$ cat src/mmc_map.svh
// register offsets, field positions, reset values and frame timing of the management controller
`ifndef MMC_MAP_SVH
`define MMC_MAP_SVH

`define MMC_ADDR_W 8
`define MMC_DATA_W 8

`define MMC_OFS_CONTROL 8'h3B
`define MMC_OFS_WDATA_LO 8'h3C
`define MMC_OFS_WDATA_HI 8'h3D
`define MMC_OFS_PHY_ADDR 8'h3E
`define MMC_OFS_REG_SEL 8'h3F
`define MMC_OFS_RDATA_LO 8'h40
`define MMC_OFS_RDATA_HI 8'h41
`define MMC_OFS_STATUS 8'h42
`define MMC_OFS_INT_STAT 8'h43

`define MMC_CTL_RESET 8'h00
`define MMC_BIT_WR_TRIG 7
`define MMC_BIT_RD_TRIG 6
`define MMC_BIT_STEP 5
`define MMC_BIT_SCAN 4
`define MMC_BIT_SKIP 3
`define MMC_DIV_MSB 2
`define MMC_BIT_BUSY 7
`define MMC_BIT_DONE 0

`define MMC_PREAMBLE 32'hFFFFFFFF
`define MMC_START 2'h1
`define MMC_OPC_WR 2'h1
`define MMC_OPC_RD 2'h2
`define MMC_TA_WR 2'h2
`define MMC_TA_RD 2'h3
`define MMC_PRE_BITS 6'h20
`define MMC_TA_POS 6'h2E
`define MMC_DATA_POS 6'h30
`define MMC_LAST_POS 6'h3F
`define MMC_LAST_ADDR 5'h1F

`define MMC_DIV_0 5'h04
`define MMC_DIV_1 5'h04
`define MMC_DIV_2 5'h06
`define MMC_DIV_3 5'h08
`define MMC_DIV_4 5'h0A
`define MMC_DIV_5 5'h0E
`define MMC_DIV_6 5'h14
`define MMC_DIV_7 5'h1C

`endif

$ cat src/mmc_pkg.sv
// types shared by the management controller modules
package mmc_pkg;
  typedef enum logic [1:0] {
    MMC_IDLE = 2'b00,
    MMC_WAIT = 2'b01,
    MMC_RUN = 2'b10
  } mmc_state_type;
  typedef enum logic [1:0] {
    MMC_OP_WRITE = 2'b00,
    MMC_OP_READ = 2'b01,
    MMC_OP_SCAN = 2'b10
  } mmc_op_type;
endpackage

$ cat src/mmc_tick_if.sv
// divisor select and management clock edge strobes between engine and divider
`timescale 1ns/1ps
interface mmc_tick_if;
  logic [2:0] divisor;
  logic rise;
  logic fall;
  modport gen (input divisor, output rise, output fall);
  modport eng (output divisor, input rise, input fall);
endinterface

$ cat src/mmc_clock_divider.sv
// management clock divider with edge strobes
`timescale 1ns/1ps
`include "mmc_map.svh"
module mmc_clock_divider (
  // clock and reset
  input wire logic mclk,
  input wire logic rstn,
  input wire logic ce,
  // strobes to the engine
  mmc_tick_if.gen tick,
  // management clock pin
  output logic mdc
);
  import mmc_pkg::*;

  logic [4:0] div;
  logic [3:0] half_last;
  logic [3:0] cnt;
  logic wrap;

  always_comb begin
    case (tick.divisor)
      3'h0: div = `MMC_DIV_0;
      3'h1: div = `MMC_DIV_1;
      3'h2: div = `MMC_DIV_2;
      3'h3: div = `MMC_DIV_3;
      3'h4: div = `MMC_DIV_4;
      3'h5: div = `MMC_DIV_5;
      3'h6: div = `MMC_DIV_6;
      default: div = `MMC_DIV_7;
    endcase
  end

  // half period minus one, in system clocks
  assign half_last = div[4:1] - 4'h1;
  assign wrap = (cnt >= half_last);

  always_ff @(posedge mclk or negedge rstn) begin
    if (!rstn) begin
      cnt <= 4'h0;
      mdc <= 1'b0;
    end else if (ce) begin
      cnt <= wrap ? 4'h0 : cnt + 4'h1;
      if (wrap) begin
        mdc <= ~mdc;
      end
    end
  end

  always_ff @(posedge mclk or negedge rstn) begin
    if (!rstn) begin
      tick.rise <= 1'b0;
      tick.fall <= 1'b0;
    end else if (ce) begin
      tick.rise <= wrap & ~mdc;
      tick.fall <= wrap & mdc;
    end
  end

  // a new divisor code may find the count above its half period; the next enabled edge wraps it
  a_half_bound: assert property (@(posedge mclk) disable iff (!rstn)
    ($past(ce) && $stable(tick.divisor)) |-> cnt <= half_last)
    else $error("divider count passed half period");
endmodule

$ cat src/mmc_controller.sv
// management serial controller: registers, frame engine and scan sequencing
//
// Decided for this implementation: the address-and-strobe port.
`timescale 1ns/1ps
`include "mmc_map.svh"
module mmc_controller (
  // clock and reset
  input wire logic mclk,
  input wire logic rstn,
  input wire logic ce,
  // register port
  input wire logic [`MMC_ADDR_W-1:0] addr,
  input wire logic [`MMC_DATA_W-1:0] wdata,
  input wire logic wr,
  input wire logic rd,
  output logic [`MMC_DATA_W-1:0] rdata,
  // management pins
  output logic mdc,
  input wire logic mdio_in,
  output logic mgmt_serial_out,
  output logic mdio_oe
);
  import mmc_pkg::*;

  ////////////////////////////////////////////////////////////////////////////////
  // registers

  logic [7:0] mgmt_control_reg;
  logic [7:0] phy_write_data_low;
  logic [7:0] phy_write_data_high;
  logic [4:0] phy_address_reg;
  logic [4:0] phy_register_select;
  logic [15:0] phy_read_data;
  logic [4:0] status_addr;
  logic mgmt_done_flag;

  mmc_state_type state;
  mmc_op_type op;
  logic [5:0] cnt;
  logic [63:0] frame;
  logic [15:0] phy_read_bus;
  logic [4:0] target;
  logic [4:0] scan_addr;
  logic [4:0] frame_addr;
  logic fin;
  logic busy;
  logic go;
  mmc_op_type next_op;
  logic [15:0] phy_write_data;
  logic [31:0] header;
  logic [5:0] next_cnt;

  assign busy = (state != MMC_IDLE);
  assign phy_write_data = {phy_write_data_high, phy_write_data_low};
  assign next_cnt = cnt + 6'h01;

  wire write_ctl = wr && (addr == `MMC_OFS_CONTROL);
  wire wr_pend = mgmt_control_reg[`MMC_BIT_WR_TRIG];
  wire rd_pend = mgmt_control_reg[`MMC_BIT_RD_TRIG];
  wire scan_on = mgmt_control_reg[`MMC_BIT_SCAN];
  wire step_on = mgmt_control_reg[`MMC_BIT_STEP];

  // control register; trigger bits only latch on a rising edge while idle
  always_ff @(posedge mclk or negedge rstn) begin
    if (!rstn) begin
      mgmt_control_reg <= `MMC_CTL_RESET;
    end else if (ce) begin
      if (write_ctl) begin
        mgmt_control_reg[5:0] <= wdata[5:0];
        if (!busy && !wr_pend) begin
          mgmt_control_reg[`MMC_BIT_WR_TRIG] <= wdata[`MMC_BIT_WR_TRIG];
        end
        if (!busy && !rd_pend) begin
          mgmt_control_reg[`MMC_BIT_RD_TRIG] <= wdata[`MMC_BIT_RD_TRIG];
        end
      end
      if (fin && op == MMC_OP_WRITE) begin
        mgmt_control_reg[`MMC_BIT_WR_TRIG] <= 1'b0;
      end
      if (fin && op == MMC_OP_READ) begin
        mgmt_control_reg[`MMC_BIT_RD_TRIG] <= 1'b0;
      end
    end
  end

  always_ff @(posedge mclk or negedge rstn) begin
    if (!rstn) begin
      phy_write_data_low <= 8'h00;
      phy_write_data_high <= 8'h00;
      phy_address_reg <= 5'h00;
      phy_register_select <= 5'h00;
    end else if (ce && wr) begin
      case (addr)
        `MMC_OFS_WDATA_LO: phy_write_data_low <= wdata;
        `MMC_OFS_WDATA_HI: phy_write_data_high <= wdata;
        `MMC_OFS_PHY_ADDR: phy_address_reg <= wdata[4:0];
        `MMC_OFS_REG_SEL: phy_register_select <= wdata[4:0];
        default: ;
      endcase
    end
  end

  // done flag: write one clears, a completion in the same cycle wins
  always_ff @(posedge mclk or negedge rstn) begin
    if (!rstn) begin
      mgmt_done_flag <= 1'b0;
    end else if (ce) begin
      if (fin) begin
        mgmt_done_flag <= 1'b1;
      end else if (wr && addr == `MMC_OFS_INT_STAT && wdata[`MMC_BIT_DONE]) begin
        mgmt_done_flag <= 1'b0;
      end
    end
  end

  always_ff @(posedge mclk or negedge rstn) begin
    if (!rstn) begin
      rdata <= 8'h00;
    end else if (ce) begin
      rdata <= 8'h00;
      if (rd) begin
        case (addr)
          `MMC_OFS_CONTROL: rdata <= mgmt_control_reg;
          `MMC_OFS_WDATA_LO: rdata <= phy_write_data_low;
          `MMC_OFS_WDATA_HI: rdata <= phy_write_data_high;
          `MMC_OFS_PHY_ADDR: rdata <= {3'h0, phy_address_reg};
          `MMC_OFS_REG_SEL: rdata <= {3'h0, phy_register_select};
          `MMC_OFS_RDATA_LO: rdata <= phy_read_data[7:0];
          `MMC_OFS_RDATA_HI: rdata <= phy_read_data[15:8];
          `MMC_OFS_STATUS: rdata <= {busy, 2'h0, status_addr};
          `MMC_OFS_INT_STAT: rdata <= {7'h00, mgmt_done_flag};
          default: rdata <= 8'h00;
        endcase
      end
    end
  end

  ////////////////////////////////////////////////////////////////////////////////
  // clock divider

  mmc_tick_if tick ();
  assign tick.divisor = mgmt_control_reg[`MMC_DIV_MSB:0];

  mmc_clock_divider u_div (
    .mclk(mclk),
    .rstn(rstn),
    .ce(ce),
    .tick(tick),
    .mdc(mdc)
  );

  ////////////////////////////////////////////////////////////////////////////////
  // frame engine

  // triggered operations take priority over scanning
  // the completion cycle still shows the old trigger and scan address, so nothing starts there
  always_comb begin
    go = !busy && !fin && (wr_pend || rd_pend || scan_on);
    if (wr_pend) begin
      next_op = MMC_OP_WRITE;
    end else if (rd_pend) begin
      next_op = MMC_OP_READ;
    end else begin
      next_op = MMC_OP_SCAN;
    end
  end

  always_comb begin
    target = (next_op == MMC_OP_SCAN) ? scan_addr : phy_address_reg;
    if (next_op == MMC_OP_WRITE) begin
      header = {`MMC_START, `MMC_OPC_WR, target, phy_register_select, `MMC_TA_WR, phy_write_data};
    end else begin
      header = {`MMC_START, `MMC_OPC_RD, target, phy_register_select, `MMC_TA_RD, 16'hFFFF};
    end
  end

  always_ff @(posedge mclk or negedge rstn) begin
    if (!rstn) begin
      state <= MMC_IDLE;
      op <= MMC_OP_WRITE;
      cnt <= 6'h00;
      frame <= 64'h0000000000000000;
      status_addr <= 5'h00;
      frame_addr <= 5'h00;
      mgmt_serial_out <= 1'b0;
      mdio_oe <= 1'b0;
      fin <= 1'b0;
    end else if (ce) begin
      fin <= 1'b0;
      case (state)
        MMC_IDLE: begin
          if (go) begin
            op <= next_op;
            frame_addr <= target;
            state <= MMC_WAIT;
            if (mgmt_control_reg[`MMC_BIT_SKIP]) begin
              frame <= {header, 32'h00000000};
              cnt <= `MMC_PRE_BITS;
            end else begin
              frame <= {`MMC_PREAMBLE, header};
              cnt <= 6'h00;
            end
          end
        end
        MMC_WAIT: begin
          if (tick.fall) begin
            mgmt_serial_out <= frame[63];
            mdio_oe <= 1'b1;
            state <= MMC_RUN;
          end
        end
        MMC_RUN: begin
          if (tick.fall) begin
            if (cnt == `MMC_LAST_POS) begin
              mgmt_serial_out <= 1'b0;
              mdio_oe <= 1'b0;
              fin <= 1'b1;
              // status moves only at completion, so it names the source of the data just read
              status_addr <= frame_addr;
              state <= MMC_IDLE;
            end else begin
              cnt <= next_cnt;
              frame <= {frame[62:0], 1'b0};
              mgmt_serial_out <= frame[62];
              mdio_oe <= !(op != MMC_OP_WRITE && next_cnt >= `MMC_TA_POS);
            end
          end
        end
        default: state <= MMC_IDLE;
      endcase
    end
  end

  // read bits sampled on the rising management clock edge
  always_ff @(posedge mclk or negedge rstn) begin
    if (!rstn) begin
      phy_read_bus <= 16'h0000;
    end else if (ce && state == MMC_RUN && tick.rise && op != MMC_OP_WRITE && cnt >= `MMC_DATA_POS) begin
      phy_read_bus <= {phy_read_bus[14:0], mdio_in};
    end
  end

  always_ff @(posedge mclk or negedge rstn) begin
    if (!rstn) begin
      phy_read_data <= 16'h0000;
    end else if (ce && fin && op != MMC_OP_WRITE) begin
      phy_read_data <= phy_read_bus;
    end
  end

  // scan address follows the programmed address until a stepping scan moves it
  always_ff @(posedge mclk or negedge rstn) begin
    if (!rstn) begin
      scan_addr <= 5'h00;
    end else if (ce) begin
      if (!scan_on) begin
        scan_addr <= phy_address_reg;
      end else if (fin && op == MMC_OP_SCAN) begin
        if (step_on && scan_addr != `MMC_LAST_ADDR) begin
          scan_addr <= scan_addr + 5'h01;
        end else begin
          scan_addr <= phy_address_reg;
        end
      end
    end
  end

  ////////////////////////////////////////////////////////////////////////////////
  // checks

  a_write_selfclr: assert property (@(posedge mclk) disable iff (!rstn)
    (ce && fin && op == MMC_OP_WRITE) |=> !mgmt_control_reg[`MMC_BIT_WR_TRIG])
    else $error("write trigger did not clear after frame");

  a_busy_ignore: assert property (@(posedge mclk) disable iff (!rstn)
    (ce && busy && !fin && write_ctl && !wr_pend) |=> !mgmt_control_reg[`MMC_BIT_WR_TRIG])
    else $error("trigger accepted while busy");

  a_scan_done: assert property (@(posedge mclk) disable iff (!rstn)
    (ce && fin && op == MMC_OP_SCAN) |=> mgmt_done_flag)
    else $error("done flag not set after scan read");

  a_scan_data: assert property (@(posedge mclk) disable iff (!rstn)
    (ce && fin && op == MMC_OP_SCAN) |=> (phy_read_data == $past(phy_read_bus) && status_addr == $past(frame_addr)))
    else $error("scan result not captured");

  a_read_capture: assert property (@(posedge mclk) disable iff (!rstn)
    (ce && fin && op == MMC_OP_READ) |=> phy_read_data == $past(phy_read_bus))
    else $error("read data not captured");

  // a finished trigger must not send its frame a second time
  a_one_frame: assert property (@(posedge mclk) disable iff (!rstn)
    (ce && fin) |=> state == MMC_IDLE)
    else $error("frame restarted in completion cycle");

  a_target_addr: assert property (@(posedge mclk) disable iff (!rstn)
    (ce && go && next_op != MMC_OP_SCAN) |=> frame_addr == $past(phy_address_reg))
    else $error("triggered frame not sent to programmed address");

  a_scan_wrap: assert property (@(posedge mclk) disable iff (!rstn)
    (ce && scan_on && step_on && fin && op == MMC_OP_SCAN && scan_addr == `MMC_LAST_ADDR)
    |=> scan_addr == $past(phy_address_reg))
    else $error("scan did not wrap to programmed address");

  a_scan_step: assert property (@(posedge mclk) disable iff (!rstn)
    (ce && scan_on && step_on && fin && op == MMC_OP_SCAN && scan_addr != `MMC_LAST_ADDR)
    |=> scan_addr == $past(scan_addr) + 5'h01)
    else $error("scan address did not advance");

  a_skip_start: assert property (@(posedge mclk) disable iff (!rstn)
    (ce && go && mgmt_control_reg[`MMC_BIT_SKIP]) |=> (cnt == `MMC_PRE_BITS && state == MMC_WAIT))
    else $error("preamble not skipped");

  a_read_release: assert property (@(posedge mclk) disable iff (!rstn)
    (state == MMC_RUN && op != MMC_OP_WRITE && cnt >= `MMC_TA_POS) |-> !mdio_oe)
    else $error("pin driven during read turnaround or data");

  a_write_msb: assert property (@(posedge mclk) disable iff (!rstn)
    (state == MMC_RUN && op == MMC_OP_WRITE && $changed(cnt) && cnt == `MMC_DATA_POS)
    |-> mgmt_serial_out == phy_write_data[15])
    else $error("write data msb not first");
endmodule

$ cat config.mk
export PLATFORM = sky130hd
export DESIGN_NAME = mmc_controller
export DESIGN_NICKNAME = d
export VERILOG_FILES = /design/src/mmc_pkg.sv /design/src/mmc_tick_if.sv /design/src/mmc_clock_divider.sv /design/src/mmc_controller.sv
export VERILOG_INCLUDE_DIRS = /design/src
export SDC_FILE = /design/constraint.sdc
export NUM_CORES = 1
export LEC_CHECK = 0
export ABC_CLOCK_PERIOD_IN_PS = 2100
export BUFFER_PORTS_ARGS = -buffer_cell sky130_fd_sc_hd__buf_2
export CORE_UTILIZATION = 35
export CTS_CLUSTER_SIZE = 16
export DETAILED_ROUTE_END_ITERATION = 10
export SYNTH_ARGS = -nofsm -noshare
export SYNTH_HDL_FRONTEND = slang
export SYNTH_HIERARCHICAL = 1
export SYNTH_SLANG_ARGS = --single-unit
$ cat constraint.sdc
create_clock -name mclk -period 2.1 [get_ports mclk]
set_input_delay 0.105 -clock mclk [delete_from_list [all_inputs] [get_ports mclk]]
set_output_delay 0.105 -clock mclk [all_outputs]
set_load 0.01 [all_outputs]
### Yosys cells after proc, flatten, opt, wreduce, memory -nomap -nowiden

Cells that the tools add are included.

* register bits: 174
* output and inout port bits: 11
* word-level logic and storage cells: 162

* add/subtract/negate cells: 4
* magnitude comparators: 3
* equal/unequal tests: 28
* mux-type cells: 44
* bitwise logic cells: 3
* reductions and logical operators: 55

Operator list (number)
* 64-bit two-way mux: 4
* 64-bit one-hot mux with 2 select lines: 1
* 8-bit one-hot mux with 9 select lines: 1
* 8-bit by 6-bit == test with 1-bit output, second input constant: 5
* 8-bit by 7-bit == test with 1-bit output, second input constant: 4
* 30-bit two-way mux: 1
* 5-bit one-hot mux with 6 select lines: 1
* 6-bit two-way mux: 4
* 5-bit two-way mux: 4
* 1-bit logical AND: 19
* 2-bit nonzero test: 9
* 8-bit two-way mux: 2
* 2-bit AND reduction: 8
* 1-bit two-way mux: 15
* 6-bit >= comparator, second input constant: 2
* 2-bit two-way mux: 6
* 6-bit one-hot mux with 2 select lines: 1
* 5-bit AND reduction: 2
* 3-bit == test, second input constant: 3
* 3-bit AND reduction: 3
* 4-bit AND reduction: 2
* 6-bit by 1-bit adder with 6-bit output, second input constant: 1
* 2-bit == test, second input constant: 3
* 3-bit by 2-bit == test with 1-bit output, second input constant: 2
* 20 further kinds: 34

### Logic depth before layout (Yosys ltp)

Gate-level depths: netlist of the first run.

* depth after elaboration: 8
* depth in mapped cells: 9

### Hierarchy

Netlist of the first run, hierarchy kept.

Modules (own cells, without submodules)
* mmc_controller: instances 1, cells each 686, area an instance 8184.1 µm²
* mmc_clock_divider: instances 1, cells each 48, area an instance 476.7 µm²

### Least setup slack after synthesis of the first run

No wires, ideal clock.

* path kind: register -> register
* start point: register mgmt_control_reg[2]
* end point: register u_div.cnt[2]
* arrival time: 1842 ps
* data required time: 1982 ps
* slack: 140 ps
* cell stages (with the launch flop): 10
* clock period less this slack: 1960 ps
* cells stage by stage: dfrtp_1 -> nand2b_1 -> o21a_1 -> ha_1 -> xnor2_1 -> ha_1 -> o211ai_2 -> o21ai_4 -> o21ai_1 -> a21o_1

* cells in the longest elaborated chain, start to end: 6
* elaborated cells between the ends (all ways): 12
* classes of those cells: add/sub: 1; order compare: 1; eq/ne: 6; mux: 2; reduce/logical: 2

RTL lines
* start: declaration: RTL line mmc_controller.sv:28 `logic [7:0] mgmt_control_reg;`
* start signal: assignment: RTL line mmc_controller.sv:66 `` mgmt_control_reg <= `MMC_CTL_RESET; ``
* start signal: assignment: RTL line mmc_controller.sv:69 `mgmt_control_reg[5:0] <= wdata[5:0];`
* start signal: indexed assignment: RTL line mmc_controller.sv:71 `` mgmt_control_reg[`MMC_BIT_WR_TRIG] <= wdata[`MMC_BIT_WR_TRIG]; ``
* 3-bit by 1-bit == test with 1-bit output or 3-bit logical NOT (tied branches): RTL line mmc_clock_divider.sv:22 `case (tick.divisor)`
* 2-bit OR reduction (no source line)
* 5-bit one-hot mux with 6 select lines (*): RTL line mmc_clock_divider.sv:22
* 4-bit by 1-bit subtractor with 4-bit output (*): RTL line mmc_clock_divider.sv:35 `assign half_last = div[4:1] - 4'h1;`
* 4-bit >= comparator (*): RTL line mmc_clock_divider.sv:36 `assign wrap = (cnt >= half_last);`
* 4-bit two-way mux (*): RTL line mmc_clock_divider.sv:43 `cnt <= wrap ? 4'h0 : cnt + 4'h1;`
* end signal: assignment: RTL line mmc_clock_divider.sv:43
* end: declaration: RTL line mmc_clock_divider.sv:18 `logic [3:0] cnt;`

Every way passes the cells marked *; elsewhere a longest branch is shown, timed or not.
A chain may end at the register's enable or synchronous reset.

### Worst setup path in the final report of the first run

Same ends and word-level chain as after synthesis.

==> results of run 1 <==
==> where the power goes <==
part           total (W)  switching [W]  internal [W]
combinational    0.00193        0.00102      0.000911
sequential       0.00422       0.000357       0.00387
clock            0.00319        0.00149       0.00170
total            0.00934        0.00287       0.00648
==> timing repair <==
item / CTS / global route
buffers inserted: 0 / 3
endpoints found under the hold margin: 167 / 0
setup endpoints to repair: 0 / 6
resized for setup: 0 / 4
hold buffers: 7 / 0
==> cells in the final DEF (no fill, tap or decap), drive strengths merged, types with 3 or more instances in the layout <==
master / count
a21oi: 35
a22o: 11
a22oi: 5
a31oi: 13
a32oi: 4
and2: 3
and3: 4
buf: 83
clkbuf: 17
clkinv: 4
dfrtp: 174
dlygate4sd3: 7
ha: 10
inv: 55
mux2: 124
mux2i: 38
mux4: 3
nand2: 40
nand2b: 9
nand3: 8
nand3b: 3
nand4b: 3
nor2: 33
nor3: 4
nor3b: 5
nor4: 4
o21ai: 17
o21bai: 15
o22ai: 25
o2bb2ai: 9
o31ai: 7
o32a: 4
xnor2: 3
==> through the flow <==
stage                     TNS [ns]  hold WS, ns  cells  util (%)
final                     -0.00251       0.0213   1139      41.6
after global routing        -0.332      0.00367   1139      41.6
after CTS                        0      0.00326   1136      41.5
after detailed placement         0       0.0372   1097      38.7
after global placement           0       0.0346   1097      38.7
after floorplan                  0       -0.191    734         -
==> layout make-up <==
class                      count  share of cell area (%)
inverter                      46                    1.71
clock buffer                  17                    4.20
clock inverter                15                    1.64
multi-input combinational    473                    38.8
sequential                   174                    43.0
timing repair buffer          90                    6.61
tap                          324                    4.00
==> worst paths after layout <==
kind,to,slack (ns),depth (start not counted)
min,phy_address_reg[4]$_DFFE_PN0P_,0.02,2
min reg2reg,status_addr[3]$_DFFE_PN0P_,0.49,2
max reg2reg,u_div/cnt[2]$_DFFE_PN0P_,-0.003,9
max,u_div/cnt[2]$_DFFE_PN0P_,-0.003,9
max in group asynchronous,frame[48]$_DFFE_PN0P_,1.30,3
min in group asynchronous,frame[10]$_DFFE_PN0P_,0.13,2
==> worst reg2reg max path, cell delays in order (launching register included) <==
cell and delay (ns):
sky130_fd_sc_hd__dfrtp_1 0.43, sky130_fd_sc_hd__nand2b_4 0.16, sky130_fd_sc_hd__o21a_1 0.18, sky130_fd_sc_hd__ha_2 0.17
sky130_fd_sc_hd__xnor2_1 0.13, sky130_fd_sc_hd__ha_1 0.29, sky130_fd_sc_hd__o211ai_2 0.11, sky130_fd_sc_hd__o21ai_4 0.26
sky130_fd_sc_hd__o21ai_1 0.09, sky130_fd_sc_hd__a21o_1 0.17
==> logic make-up (layout without fill, tap and decap cells) <==
family | count (synthesis) | after routing | synth area share (%)
xor gates and xnor gates | 3 | 3 | 0.303
buffers and inverters | 87 | 168 | 4.59
adders and majority gates | 11 | 11 | 1.56
DFF | 174 | 174 | 50.3
AOI/OAI and AO/OA | 164 | 164 | 13.2
muxes | 165 | 165 | 21.6
and+or+nand+nor | 130 | 130 | 8.45
==> metal layers <==
layer  global-route usage [%]  up-vias  part of all wire, %
met5                        0        -                    0
met4                     5.38        0                  1.6
met3                     3.00       22                  2.5
met2                     25.5       77                   47
met1                     23.2     2984                   49
li1                         -     2817                    -
==> summary by stage, run 1 <==
Status
The flow ran to the end, but the final reports show violations. The final reports fail on negative setup slack.

Final layout
The register ranked first by flip-flop count is frame. The combined area of the multi-input logic cells is 0.00393 mm2. The summed area of non-filler cells in the final layout is 0.0101 mm2. The number of diodes is 0. The number of fill cells in the layout is 2,303. In the final layout, the registers with the most flip-flops are frame (64), phy_read_bus (16), phy_read_data (16). The register with the most flip-flops in the layout has 64 of them. The ratio of cells with drive above 1 in the final layout is 33.4%. The number of nets in the layout is around 830. The post-synthesis to final-layout area growth is 16.9%.

In the final layout, flip-flops and latches occupy about 0.0044 mm2.

Route
The number of detailed-routing iterations run before antenna repair is 5. After detailed routing, the total wire length is 19.9 mm. In this run, the number of DRC markers left after iteration 0 of detailed routing was roughly 280. After detailed routing, the number of remaining DRC violations is 0. In the routed layout, each cell is associated on average with a via count of 5.18. The total vias in the final route is slightly below 6,000. The mean routed wirelength per cell is around 17 um. The detail route stage leaves a number of antenna-violating nets equal to 0.

Pwr
Across the VDD grid, the largest voltage drop is 0.000534 V. For this design the ratio of total power to cell area is 923 mW/mm2. The total design power is 0.00934 W. The leakage power figure is 4.68 nW.

Synthesis
The largest total area in the synthesized netlist belongs to sky130_fd_sc_hd__dfrtp_1. Synthesis produced a netlist whose cell count is 734. The mean cell area of the mapped netlist is 11.8 um2.

The share of synthesized area in the top cell type comes to 50.3%. The mapped netlist covers 0.00866 mm2. Among all flip-flop cells after synthesis, the most frequent one is sky130_fd_sc_hd__dfrtp_1. Ranked by instance count, the synthesized netlist is headed by sky130_fd_sc_hd__dfrtp_1 (174), sky130_fd_sc_hd__mux2_2 (116), sky130_fd_sc_hd__inv_1 (45). The share of synthesized registers carrying an async set or reset is 100%. In this run, distinct cell masters in the synthesized netlist total 75. Yosys printed 6 warnings. The sequential element share of the synthesized area is 50.3%. In the post-synthesis netlist, the cell with the most instances is sky130_fd_sc_hd__dfrtp_1. The number of enable-type register cells in the synthesized netlist is 0. The register bit total from synthesis is approximately 170. Counting every net in the synthesized netlist gives 766.

Ranked by total cell area, the synthesized netlist is headed by sky130_fd_sc_hd__dfrtp_1 (50%), sky130_fd_sc_hd__mux2_2 (15%), sky130_fd_sc_hd__mux2i_1 (4.4%).

Global routing
The first global-routing pass estimated about 33 mm of wire. The pin count of the biggest net entering global routing is 60. Global routing used 16.4% of the available tracks across all layers. The number of global-route vias before repair is 5,960. The initial antenna violation count is 0. After global routing the overflow that remains totals 0.

Critical path
The critical path in this run is classified as flop to flop. The data arrival time of the worst path is 2.44 ns. The most critical setup path has its startpoint at mgmt_control_reg[2]$_DFFE_PN0P_. The type of element launching the critical path is a flop. The critical path's largest stage delay is 0.43 ns. The worst flop-to-flop path startpoint is mgmt_control_reg[2]$_DFFE_PN0P_. The highest-delay cell along the critical path is sky130_fd_sc_hd__dfrtp_1. The kind of cell adding the most delay to the critical path is compound AO/OA/AOI/OAI gates. Together, buffers and inverters on the worst path number 0.

The critical path goes through nand2b_4 > o21a_1 > ha_2 > xnor2_1 > ha_1 > o211ai_2 > o21ai_4 > o21ai_1 > a21o_1. STA classifies the critical path endpoint as a flop. The largest fanout on the critical path is 7. STA puts the critical path data required time at 2.44 ns.

Place
The number of I/O port buffers is 32. The detailed placer's ending HPWL is roughly 14 mm. After detailed placement, the total cell area comes to 0.00942 mm2. Routability-driven placement finished with a final weighted congestion of 0.779. The post-placement worst setup slack is around 0.011 ns.

STA
The minimum clock period after layout is 2.10 ns. For the final database, setup skew stands at 0.0123 ns. In the finished design, the share of the clock period the worst path needs comes to 100%. The number of hold violations in the final report was 0. Setup slack on the critical path of the routed design comes to -0.00251 ns. In this run the tightest slew margin relative to its limit is a little under three fifths. Setup repair after global routing could not meet its margin everywhere. The fmax is 476 MHz.

Setup violations remaining at the end of the flow were counted as 1. For the pin with the worst max-slew slack, the measured transition is around 0.67 ns. The number of pins exceeding their max-slew limit in the final report is 0.

Clock network
Buffers inserted during clock tree synthesis total 17. In this run the number of H-tree levels came out at 4. The insertion delay of the later-clocked pin in the worst-skew pair is 0.44 ns. TritonCTS built the clock tree. The clock root buffer master is sky130_fd_sc_hd__clkbuf_16. In this run the deepest clock path goes through 2 buffers. The TritonCTS sink count is between 150 and 200.

Clock-pin slew was measured on the worst setup and hold paths at 0.08 ns.

Floorplan
The region available for standard cell placement spans 0.0243 mm2. The initial utilization of the core area, before any placement, comes to 35.6%. The number of rows in the core area is 57.

The die height is 159 um. The die is 159 um wide. The die covers 0.0254 mm2.

During I/O placement, the number of pins put on the boundary was 33.

Job
Max-cap violations in this run came to 0.

Min path
The launch point of the worst hold path is wdata[4]. The worst min-delay path class is input port to flop.
Note: power is estimated with default switching activity, not from simulation.
==> run 2: changes to the inputs <==
- REMOVE_ABC_BUFFERS: default -> 1
==> run 2 against run 1 <==
The run now ends clean. Global-route usage increased by 0.23 points. Clock power about the same. Fmax increased by 4.0%. Critical endpoint unchanged.
==> summary by stage, run 2 (same netlist as run 1, synthesis figures left out) <==
Status
The flow ran to the end, and the final reports show no timing, DRC or antenna violations.

Clock network
The TritonCTS buffer count is 17. The maximum number of buffers from clock root to sink is 2. The CTS tree is yes. The insertion delay of the later-clocked pin in the worst-skew pair is ~0.43 ns.

The clock root buffer master is sky130_fd_sc_hd__clkbuf_16. Counting every sink on the clock net gives 174. Clock-pin slew was measured on the worst setup and hold paths at 0.07 ns. The H-tree was split into 4 levels.

Critical path
STA puts the critical path data required time at 2.43 ns. At the worst endpoint, the arrival time is 2.35 ns. The critical path start-end classification is flop to flop. The type of element launching the critical path is a flop. The worst flop-to-flop path startpoint is mgmt_control_reg[1]$_DFFE_PN0P_. The type of destination of the critical path is a flop.

For the worst flop-to-flop path, the logic depth is 8. The worst register-to-register path ends at u_div/cnt[2]$_DFFE_PN0P_. Of all nets on the critical path, the largest fanout is 7. For flop-to-flop paths, the worst setup slack is 0.08 ns.

Floorplan
The full die area is 0.0254 mm2. The core region area is 0.0243 mm2. The die outline width is approximately 160 um. Row generation in the floorplan step produced 57 rows. The starting density of the core is 35.6%. In this run the count of I/O pins placed on the die edge is 33. In this run the vertical extent of the chip is ~160 um.

Route
After detailed routing, the average wire length per cell comes to ~18 um. In the routed layout, each cell is associated on average with a via count of 5.19. The remaining routing DRC violations is 0. The total vias in the final route is 5,949. The remaining antenna violation count is 0.

The routed design has a little over 20 mm of wire. The initial detailed-routing violation count is 360. For this run, the detailed router's first-pass iteration total came to 6.

STA
The number of pins exceeding their max-slew limit in the final report came to 0. The headroom to the max-slew limit is 56.5%. On the final layout, the worst clock skew is 0.0109 ns. The worst path needs 2.02 ns of the cycle, external delays included. For this run, the top clock speed supported by timing is around 500 MHz. After layout, the worst setup slack is approximately 0.078 ns. The portion of the clock cycle consumed by the worst path in the final layout is 96.3%. The number of hold violations in the final report is 0. Setup repair after global routing could not meet its margin everywhere. Setup total negative slack on the finished layout was measured at 0 ns. For the pin with the worst max-slew slack, the measured transition is between 0.6 and 0.7 ns.

The count of final setup violators is 0.

Final layout
0 antenna diodes ended up in the layout. The register with the most flip-flops in the final layout is frame. After the last flow step, the layout net total stands at 841. Leaving out fill and tap cells, the most frequent cell in the layout is sky130_fd_sc_hd__dfrtp_1. The largest registers in the layout are frame (64), phy_read_bus (16), phy_read_data (16). The number of fill cells in the layout is 2,302.

The utilization after layout is between 40% and 50%. In the final layout, the share of cells above drive strength 1 is 34.1%. The register with the most flip-flops in the layout has 64 of them. The post-synthesis to final-layout area growth is 17.9%. The top cell types in the final layout, fill and taps aside, are sky130_fd_sc_hd__dfrtp_1 (174), sky130_fd_sc_hd__mux2_2 (116), sky130_fd_sc_hd__buf_4 (52).

Place
At the end of routability-driven placement, the weighted congestion stood at 0.776. In this run the tool buffered the top-level ports with 32 buffer cells. Once detailed placement completed, the half-perimeter wirelength came to 14.0 mm. The post-placement worst setup slack is -0.0000548 ns.

Pwr
Net switching is 29.8% of the power. The worst-case IR drop observed on VDD is 0.000514 V. Power spread over the standard cell area amounts to 920 mW/mm2. Internal power comes to 0.00660 W. The share of total power dissipated in the clock network is 34.0%. Total power for the finished layout comes to 0.00939 W. For this design the static power due to leakage is 4.73 nW. Combinational cells account for 20.9% of the total power. Sequential cells burn 45.1% of the power. The switching component of the power is 0.00280 W.

Global routing
The number of global-route vias before repair was 6,105. The initial antenna violation count is 0. The global-route total usage across every layer is approximately 17%.

For this run the aggregate overflow at the end of global routing stands at 0. The first-pass GRT wire length is 33.4 mm. The pin count of the biggest net entering global routing is 57.

Min path
The hold-critical path endpoint is phy_write_data_low[2]$_DFFE_PN0P_. Counting instances, the worst hold path has a depth of 2. The launch point of the worst hold path is wdata[2].

The worst min-delay path class is input port to flop.

Job
The number of maximum-capacitance constraint violations is 0.
[run 2: cell types whose count changed in the layout (fill, tap and decap cells not counted), sizes merged]
cell,previous run,this run
buf,83,89
clkinvlp,1,2
clkbuf,17,19
bufinv,1,2
inv,55,51
clkinv,4,5
[run 2: worst max path at each step]
| stage | cells past startpoint | slack, ns | endpoint | from |
|---|---|---|---|---|
| final | 8 | 0.08 | u_div/cnt[2]$_DFFE_PN0P_ | mgmt_control_reg[1]$_DFFE_PN0P_ |
| after global routing | 9 | -0.02 | u_div/cnt[2]$_DFFE_PN0P_ | mgmt_control_reg[2]$_DFFE_PN0P_ |
| after CTS | 9 | 0.01 | u_div/cnt[2]$_DFFE_PN0P_ | mgmt_control_reg[2]$_DFFE_PN0P_ |
| after detailed placement | 9 | -0.00005 | u_div/cnt[2]$_DFFE_PN0P_ | mgmt_control_reg[2]$_DFFE_PN0P_ |
| after global placement | 9 | 0.05 | u_div/cnt[2]$_DFFE_PN0P_ | mgmt_control_reg[2]$_DFFE_PN0P_ |
| after floorplan | 4 | -1.82 | frame[10]$_DFFE_PN0P_ | state[0]$_DFFE_PN0P_ |
[run 2: power by group through the flow]
| stage | clock, W | combinational [W] | sequential (W) |
|---|---|---|---|
| global placement | 0 | 0.00189 | 0.00428 |
| floorplan | 0 | 0.00128 | 0.00421 |
| finish | 0.00320 | 0.00196 | 0.00423 |
| detailed placement | 0 | 0.00193 | 0.00428 |
| CTS | 0.00327 | 0.00195 | 0.00423 |
| global route | 0.00341 | 0.00218 | 0.00431 |
[run 2: area by class of cell]
cell class	instances	area [um2]	area share (%)
Timing Repair Buffer	97	747	7.31
Inverter	46	173	1.69
Clock inverter	14	158	1.54
Multi-Input combinational cell	473	3950	38.7
Tap cell	324	405	3.97
Clock buffer	18	429	4.20
Sequential cell	174	4350	42.6
[run 2: metrics by stage]
step                      hold WS, ns  area (um2)  cells
after global routing           0.0331       10200   1146
after CTS                      0.0343       10200   1143
after floorplan                -0.191        8440    693
after detailed placement        0.128        9470   1101
final                          0.0574       10200   1146
after global placement          0.121        9470   1101
[run 2: metal layers]
| metal | GRT usage (%) | part of all wire [%] | vias up |
|---|---|---|---|
| met1 | 23.6 | 50 | 3028 |
| met5 | 0 | 0 | - |
| met2 | 26.0 | 46 | 84 |
| li1 | - | - | 2818 |
| met3 | 3.33 | 3.1 | 19 |
| met4 | 4.55 | 1.3 | 0 |
[run 2: worst max-delay path: stages, from the launching register on]
cell                       delay (ns)
sky130_fd_sc_hd__dfrtp_1         0.43
sky130_fd_sc_hd__nand2b_4        0.17
sky130_fd_sc_hd__mux2i_1         0.17
sky130_fd_sc_hd__ha_2            0.31
sky130_fd_sc_hd__ha_4            0.26
sky130_fd_sc_hd__o211ai_2        0.09
sky130_fd_sc_hd__o21ai_4         0.24
sky130_fd_sc_hd__o21ai_2         0.07
sky130_fd_sc_hd__a21o_1          0.17
[run 2: repair_timing]
| action | 4_1_cts | 5_1_grt |
|---|---|---|
| hold buffers | 7 | 0 |
| setup endpoints to repair | 1 | 9 |
| setup buffers | 3 | 2 |
| gates cloned | 0 | 1 |
| resized for setup | 2 | 7 |
| hold endpoints to repair | 66 | 0 |
| pin swaps | 1 | 4 |
